--- config.mk ---
export PLATFORM = sky130hd
export DESIGN_NAME = god_gpio_outcfg_debounce
export DESIGN_NICKNAME = d
export VERILOG_FILES = /design/src/rtl/god_gpio_outcfg_debounce.v
export VERILOG_INCLUDE_DIRS = /design/src /design/src/rtl
export SDC_FILE = /design/constraint.sdc
export NUM_CORES = 1
export LEC_CHECK = 0
export BUFFER_PORTS_ARGS = -buffer_cell sky130_fd_sc_hd__buf_2
export CORE_MARGIN = 2
export CORE_UTILIZATION = 38
export CTS_CLUSTER_SIZE = 14
export DETAILED_ROUTE_END_ITERATION = 6
export GPL_TIMING_DRIVEN = 0
export PLACE_DENSITY = 0.62
export SYNTH_ARGS = -nofsm -noshare
export SYNTH_HDL_FRONTEND = slang
export SYNTH_SLANG_ARGS = --single-unit
--- constraint.sdc ---
create_clock -name sys_clk_in -period 4.1 [get_ports sys_clk_in]
set_input_delay 0.82 -clock sys_clk_in [delete_from_list [all_inputs] [get_ports sys_clk_in]]
set_output_delay 0.82 -clock sys_clk_in [all_outputs]
set_load 0.01 [all_outputs]
--- src/rtl/god_defs.vh ---
// Register offsets, field positions and reset values of the output-override and debounce block
// Functional notes
// With the bank select at push-pull, an override bit of 1 turns only that pin's stage to open-drain.
// With the bank select at open-drain, an override bit of 1 turns only that pin's stage to push-pull.
// The host should program the bank select, then the override bits, then the direction registers.
// The fifth port's override register keeps only bits 1 and 0, reset to 0, upper bits unused.
// An input pin of the first two ports with its debounce enable bit set goes through a debouncer.
// A pin set as output bypasses the debouncer whatever its enable bit holds.
// The first pin of the third port is the time base for every debounce counter.
// If the time-base pin is not an input, no pin is connected to debounce logic.
// The qualification period is the count register value times the time-base period; the code updates on tick count+1 after the last change.
// The debouncer decides a settled open (1) or closed (0) level before passing it on.
// Five read-only live-level registers sit at consecutive addresses, the fifth with two bits.
// A live-level read returns the present pin state and disturbs no interrupt logic.
// An output pin with an open-drain stage reads 0 in its live-level bit.
// Each debouncer restarts on any input change and updates only after a full stable period.
// The debounced level of an enabled pin replaces the raw level on the input-port path.
`ifndef GOD_DEFS_VH
`define GOD_DEFS_VH
`define GOD_ADDR_LIVE0     8'h63
`define GOD_ADDR_LIVE1     8'h64
`define GOD_ADDR_LIVE2     8'h65
`define GOD_ADDR_LIVE3     8'h66
`define GOD_ADDR_LIVE4     8'h67
`define GOD_ADDR_OVR0      8'h68
`define GOD_ADDR_OVR1      8'h69
`define GOD_ADDR_OVR2      8'h6A
`define GOD_ADDR_OVR3      8'h6B
`define GOD_ADDR_OVR4      8'h6C
`define GOD_ADDR_DBEN0     8'h6D
`define GOD_ADDR_DBEN1     8'h6E
`define GOD_ADDR_DBCNT     8'h6F
`define GOD_RST_OVR        8'h00
`define GOD_RST_DBEN       8'h00
`define GOD_RST_DBCNT      8'h00
`define GOD_PORT4_MASK     8'h03
`define GOD_TIMEBASE_PIN   16
`endif

--- src/rtl/god_gpio_outcfg_debounce.v ---
// Output-stage override, live-level readback and switch debounce for a 34-pin expander
`include "god_defs.vh"

module god_gpio_outcfg_debounce (
	// Clock and reset
	input  wire        sys_clk_in,
	input  wire        nrst_in,
	// Register port from the serial slave
	input  wire        reg_wr_in,
	input  wire [7:0]  reg_addr_in,
	input  wire [7:0]  reg_wdata_in,
	output reg  [7:0]  reg_rdata_out,
	output wire        reg_hit_out,
	// Expander state from neighbouring registers
	input  wire [4:0]  bank_open_drain_select_in,
	input  wire [33:0] pin_is_input_in,
	input  wire [33:0] pin_level_in,
	// Pin stage and input-path results
	output wire [33:0] pin_open_drain_out,
	output reg  [33:0] pin_input_level_out,
	output wire [15:0] debounce_active_out
);

	// Override, enable and count storage
	reg  [7:0]  ovr_q [0:4];
	reg  [7:0]  dben0_q;
	reg  [7:0]  dben1_q;
	reg  [7:0]  dbcnt_q;
	// Time-base edge tracking
	reg  [1:0]  tb_hist_q;
	wire        tb_tick;
	wire        tb_usable;
	wire [33:0] ovr_flat;
	wire [15:0] dben_all;
	wire [15:0] db_level;
	wire [33:0] live_level;
	integer     i;
	// Separate loop index so each process owns its own variable
	integer     j;

	assign ovr_flat = {ovr_q[4][1:0], ovr_q[3], ovr_q[2], ovr_q[1], ovr_q[0]};
	assign dben_all = {dben1_q, dben0_q};

	// Register writes; port 4 keeps only two bits
	always @(posedge sys_clk_in or negedge nrst_in) begin
		if (!nrst_in) begin
			for (i = 0; i < 5; i = i + 1) begin
				ovr_q[i] <= `GOD_RST_OVR;
			end
			dben0_q <= `GOD_RST_DBEN;
			dben1_q <= `GOD_RST_DBEN;
			dbcnt_q <= `GOD_RST_DBCNT;
		end else if (reg_wr_in) begin
			case (reg_addr_in)
				`GOD_ADDR_OVR0: ovr_q[0] <= reg_wdata_in;
				`GOD_ADDR_OVR1: ovr_q[1] <= reg_wdata_in;
				`GOD_ADDR_OVR2: ovr_q[2] <= reg_wdata_in;
				`GOD_ADDR_OVR3: ovr_q[3] <= reg_wdata_in;
				`GOD_ADDR_OVR4: ovr_q[4] <= reg_wdata_in & `GOD_PORT4_MASK;
				`GOD_ADDR_DBEN0: dben0_q <= reg_wdata_in;
				`GOD_ADDR_DBEN1: dben1_q <= reg_wdata_in;
				`GOD_ADDR_DBCNT: dbcnt_q <= reg_wdata_in;
				default: ;
			endcase
		end
	end

	// Stage per pin: bank select flipped by override bit
	genvar p;
	generate
		for (p = 0; p < 34; p = p + 1) begin : g_stage
			assign pin_open_drain_out[p] = bank_open_drain_select_in[p / 8] ^ ovr_flat[p];
			// Output in open-drain reads 0, otherwise the pin itself
			assign live_level[p] = (!pin_is_input_in[p] && pin_open_drain_out[p]) ? 1'b0 : pin_level_in[p];
		end
	endgenerate

	// Rising edge of the time-base pin; sampled as a plain synchronous input
	always @(posedge sys_clk_in or negedge nrst_in) begin
		if (!nrst_in) begin
			tb_hist_q <= 2'b00;
		end else begin
			tb_hist_q <= {tb_hist_q[0], pin_level_in[`GOD_TIMEBASE_PIN]};
		end
	end
	assign tb_tick   = tb_hist_q[0] & ~tb_hist_q[1];
	assign tb_usable = pin_is_input_in[`GOD_TIMEBASE_PIN];

	// One debouncer per pin of ports 0 and 1
	genvar d;
	generate
		for (d = 0; d < 16; d = d + 1) begin : g_db
			reg [7:0] cnt_q;
			reg       prev_q;
			reg       out_q;
			assign debounce_active_out[d] = dben_all[d] & pin_is_input_in[d] & tb_usable;
			always @(posedge sys_clk_in or negedge nrst_in) begin
				if (!nrst_in) begin
					cnt_q  <= 8'h00;
					prev_q <= 1'b1;
					out_q  <= 1'b1;
				end else begin
					prev_q <= pin_level_in[d];
					if (pin_level_in[d] != prev_q) begin
						cnt_q <= 8'h00;
					end else if (tb_tick) begin
						// Count of N passes on the N+1th stable time-base tick; zero passes on the next tick
						if (cnt_q >= dbcnt_q) begin
							out_q <= prev_q;
						end else begin
							cnt_q <= cnt_q + 8'h01;
						end
					end
				end
			end
			assign db_level[d] = out_q;
		end
	endgenerate

	// Input path: debounced level replaces the raw one where active
	always @* begin
		pin_input_level_out = pin_level_in;
		for (j = 0; j < 16; j = j + 1) begin
			if (debounce_active_out[j]) begin
				pin_input_level_out[j] = db_level[j];
			end
		end
	end

	// Read mux; no side effects on any read
	assign reg_hit_out = (reg_addr_in >= `GOD_ADDR_LIVE0) && (reg_addr_in <= `GOD_ADDR_DBCNT);
	always @* begin
		case (reg_addr_in)
			`GOD_ADDR_LIVE0: reg_rdata_out = live_level[7:0];
			`GOD_ADDR_LIVE1: reg_rdata_out = live_level[15:8];
			`GOD_ADDR_LIVE2: reg_rdata_out = live_level[23:16];
			`GOD_ADDR_LIVE3: reg_rdata_out = live_level[31:24];
			`GOD_ADDR_LIVE4: reg_rdata_out = {6'h00, live_level[33:32]};
			`GOD_ADDR_OVR0:  reg_rdata_out = ovr_q[0];
			`GOD_ADDR_OVR1:  reg_rdata_out = ovr_q[1];
			`GOD_ADDR_OVR2:  reg_rdata_out = ovr_q[2];
			`GOD_ADDR_OVR3:  reg_rdata_out = ovr_q[3];
			`GOD_ADDR_OVR4:  reg_rdata_out = ovr_q[4];
			`GOD_ADDR_DBEN0: reg_rdata_out = dben0_q;
			`GOD_ADDR_DBEN1: reg_rdata_out = dben1_q;
			`GOD_ADDR_DBCNT: reg_rdata_out = dbcnt_q;
			default:         reg_rdata_out = 8'h00;
		endcase
	end

endmodule

==> results.cfg <==
[clocking]
root_buffer = clkbuf_16
clock_latency_ns = 0.57
cts_inserted_buffers = 28
cts_buffer_depth = 3
cts.clk_slew.worst_paths_ns = 0.06
cts_sinks = 220
cts_max_level = 1
cts_tree = done
hold_buffers = 0

[critical_path]
worstRegToRegCells = 7
cp.required_ns = 3.28
cp_data_arrival_time_ns = 3.25
critPathKind = input port to primary output
crit_buf_inv = 3
worstSetupStartpoint = reg_addr_in[1]
path_cells = buf_2 -> nor2b_1 -> clkbuf_1 -> o211ai_1 -> a21oi_1 -> a21oi_1 -> o2111ai_1 -> buf_2
critPathTopFamily = buffers and inverters
crit_slowest_cell = clkbuf_1
path_max_fanout = 10
r2r_start = dbcnt_q[7]
r2r_setup_slack_ns = 0.90
r2r-end = g_db[15].cnt_q[6]
worst_path_largest_cell_delay_ns = 0.75
end_kind = primary output
startpoint_type = input port

[job]
cap_violations = 0

[die]
die_w_um = 206.5
pin_count = 185
rows = 74
die_area_um2 = 42630
coreArea_um2 = 40650
die_y_um = 206.5
start_util_pct = 38.32

[cells_and_area]
nFillCells = 3900
area_delta_synth_final_pct = 16.43
mostFrequentLayoutCells = buf_2 (204), dfrtp_1 (188), ha_1 (144), a21oi_1 (133), nand2_1 (117)
nets = 2089
multi_input_area_um2 = 9358
drive_above_1_share_pct = 22.47
register_area_um2 = 5545
final_area_um2 = 18130
final_common_cell = buf_2

[grt]
grt_pass1_vias = 13768
grt.overflow.total = 0
track_usage_pct = 24.29
grt_max_degree = 98
grt_pass1_wl_um = 79560
antenna_found_initial = 3

[detailed_routing]
wirelength_um = 52090
viasPerCell = 5.998
postRouteAntennaNets = 0
post-route-drc-count = 0
wl_per_cell_um = 21.64
vias = 14437
drt_iter0_drc = 1216
first_pass_iters = 5

[logic_synthesis]
synth-edff-count = 0
synth_cell_types = 77
synthAdderAreaFrac_pct = 11.57
yosys.area_share.simple_pct = 18.25
synth_xor_area_share_pct = 4.049
syn_inst = 1642
synth_top_family_by_area = compound AO/OA/AOI/OAI gates
synth_ff_type = dfrtp_1
async_reset_ff_share_pct = 100.0
synth-seq-area-share_pct = 35.60
synth_area_um2 = 15580
synth_compound_area_share_pct = 18.46
syn_nets = 1878
syn_avg_cell_area_um2 = 9.486
ys_seq_elements = 220
muxShareOfSynthArea_pct = 7.695
ys_warn_count = 0

[timing]
rsz0062_at_grt = no
tightestPinTransition_ns = 1.218
fin_worst_skew_ns = 0.02097
fin_crit_sh_pct = 99.20
setup_ws_ns = 0.03289
post-route-min-period_ns = 4.067
hold_viol_final = 0
setup_viol = 0
max_freq_mhz = 245.9
relSlewSlack_pct = 18.78
hold_ws_ns = 0.1281
slew_violations = 0

[power_and_ir_drop]
leakagePower_nw = 8.147
p_per_area_nw_per_um2 = 331.3
vdd_drop_max_mv = 0.3111

[placement]
postPlaceCellArea_um2 = 17200
hpwl_um = 37100
place_congestion = 0.8979
portBuffers = 179
place_ws_ns = -0.2541

[hold_path]
hp-class = input port to asynchronous set/reset pin

[status]
status = complete, no violations
## worst register-to-register path, delay by kind of cell, from the launching register on
kind | cells | cell delay [ns]
flip-flops | 1 | 0.39
buffers and inverters | 1 | 0.86
AND/OR/NAND/NOR | 2 | 0.89
adder cells (fa/ha/maj) | 1 | 0.41
AO/OA/AOI/OAI | 3 | 0.58
## per-layer routing
layer	GRT usage, %	up-vias	part of all wire (%)
met1	32.91	7086	43
met4	10.51	2	4.5
met5	0	-	0.031
met3	3.374	118	7.0
met2	38.63	595	45
li1	-	6636	-
## state kept, by name (all words and copies together), names as in the netlist
| name | flops |
|---|---|
| tb_hist_q | 2 |
| g_db.cnt_q | 128 |
| dben1_q | 8 |
| dben0_q | 8 |
| g_db.prev_q | 16 |
| ovr_flat | 34 |
| dbcnt_q | 8 |
| g_db.out_q | 16 |
## layout make-up
class	count	share of cell area [%]
Tap cell	532	3.670
Inverter	74	1.532
Clock buffer	39	4.595
Clock inverter	12	0.4830
Sequential cell	220	30.58
Timing Repair Buffer	181	5.299
Antenna cell	1	0.01380
Buffer	77	2.229
Multi-Input combinational cell	1271	51.60
## Yosys cell counts, types with 4 or more instances
library cell / number / share of area, %
a311oi_2: 6 / 0.58
mux2i_1: 23 / 1.5
a21oi_1: 133 / 4.3
nor3_1: 9 / 0.29
a2111oi_0: 5 / 0.28
a311oi_1: 4 / 0.22
a31oi_1: 13 / 0.52
o211ai_1: 36 / 1.7
nor2b_1: 23 / 0.92
a22o_1: 7 / 0.39
o21ai_0: 80 / 2.6
and2_1: 7 / 0.28
o2111ai_1: 5 / 0.28
dfrtp_1: 188 / 30
o22ai_1: 5 / 0.20
and4_1: 6 / 0.34
a211oi_1: 10 / 0.48
o311ai_0: 7 / 0.39
or4_1: 38 / 1.8
nand3b_1: 5 / 0.24
xor2_1: 43 / 2.4
a32o_1: 5 / 0.32
a41o_1: 4 / 0.26
and3_1: 67 / 2.7
nand4_1: 40 / 1.6
buf_2: 26 / 0.84
o41ai_1: 9 / 0.51
or3_1: 34 / 1.4
clkbuf_1: 28 / 0.67
buf_4: 20 / 0.96
nand2b_1: 31 / 1.2
ha_1: 144 / 12
inv_1: 74 / 1.8
xnor2_1: 29 / 1.6
nand3_1: 61 / 2.0
nand2_1: 118 / 2.8
mux2_2: 85 / 6.1
o21a_1: 13 / 0.63
a22oi_1: 7 / 0.34
a21o_1: 5 / 0.24
dfstp_2: 32 / 5.4
o31ai_1: 59 / 2.8
nor2_1: 43 / 1.0
## metrics by stage
step,TNS [ns],std cells,power [mW],utilization [%]
6_report,0,2407,6.008,44.62
5_1_grt,0,2407,6.253,44.62
4_1_cts,0,2406,6.035,44.60
3_5_place_dp,-0.2541,2355,3.535,42.32
3_3_place_gp,-370.56,2353,3.497,42.16
2_1_floorplan,0,1642,3.088,-
## power by group
group          internal [mW]  switching, mW  total, mW  leakage (nW)
registers               2.31         0.0995       2.41          2.95
clock network           1.47           1.03       2.50         0.465
logic                  0.392          0.709       1.10          4.74
## kinds of logic after synthesis
family	count (synthesis)
compound gates	438
xor+xnor	72
fa+ha+maj	144
buf+inv	151
flops	220
mux	109
simple gates	508
## worst max-delay path by stage
stage | to | cells past startpoint
global route | reg_rdata_out[1] | 8
finish | reg_rdata_out[1] | 8
detailed placement | reg_rdata_out[6] | 8
floorplan | reg_rdata_out[6] | 6
CTS | reg_rdata_out[6] | 8
global placement | g_db[15].cnt_q[7] | 1
## what timing repair did
item | in CTS | in global routing
gates resized for setup | 2 | 1
buffers inserted | 0 | 0
endpoints found under the setup margin | 1 | 1
cloned | 0 | 0
No activity file was read; power rests on OpenSTA's default activity.
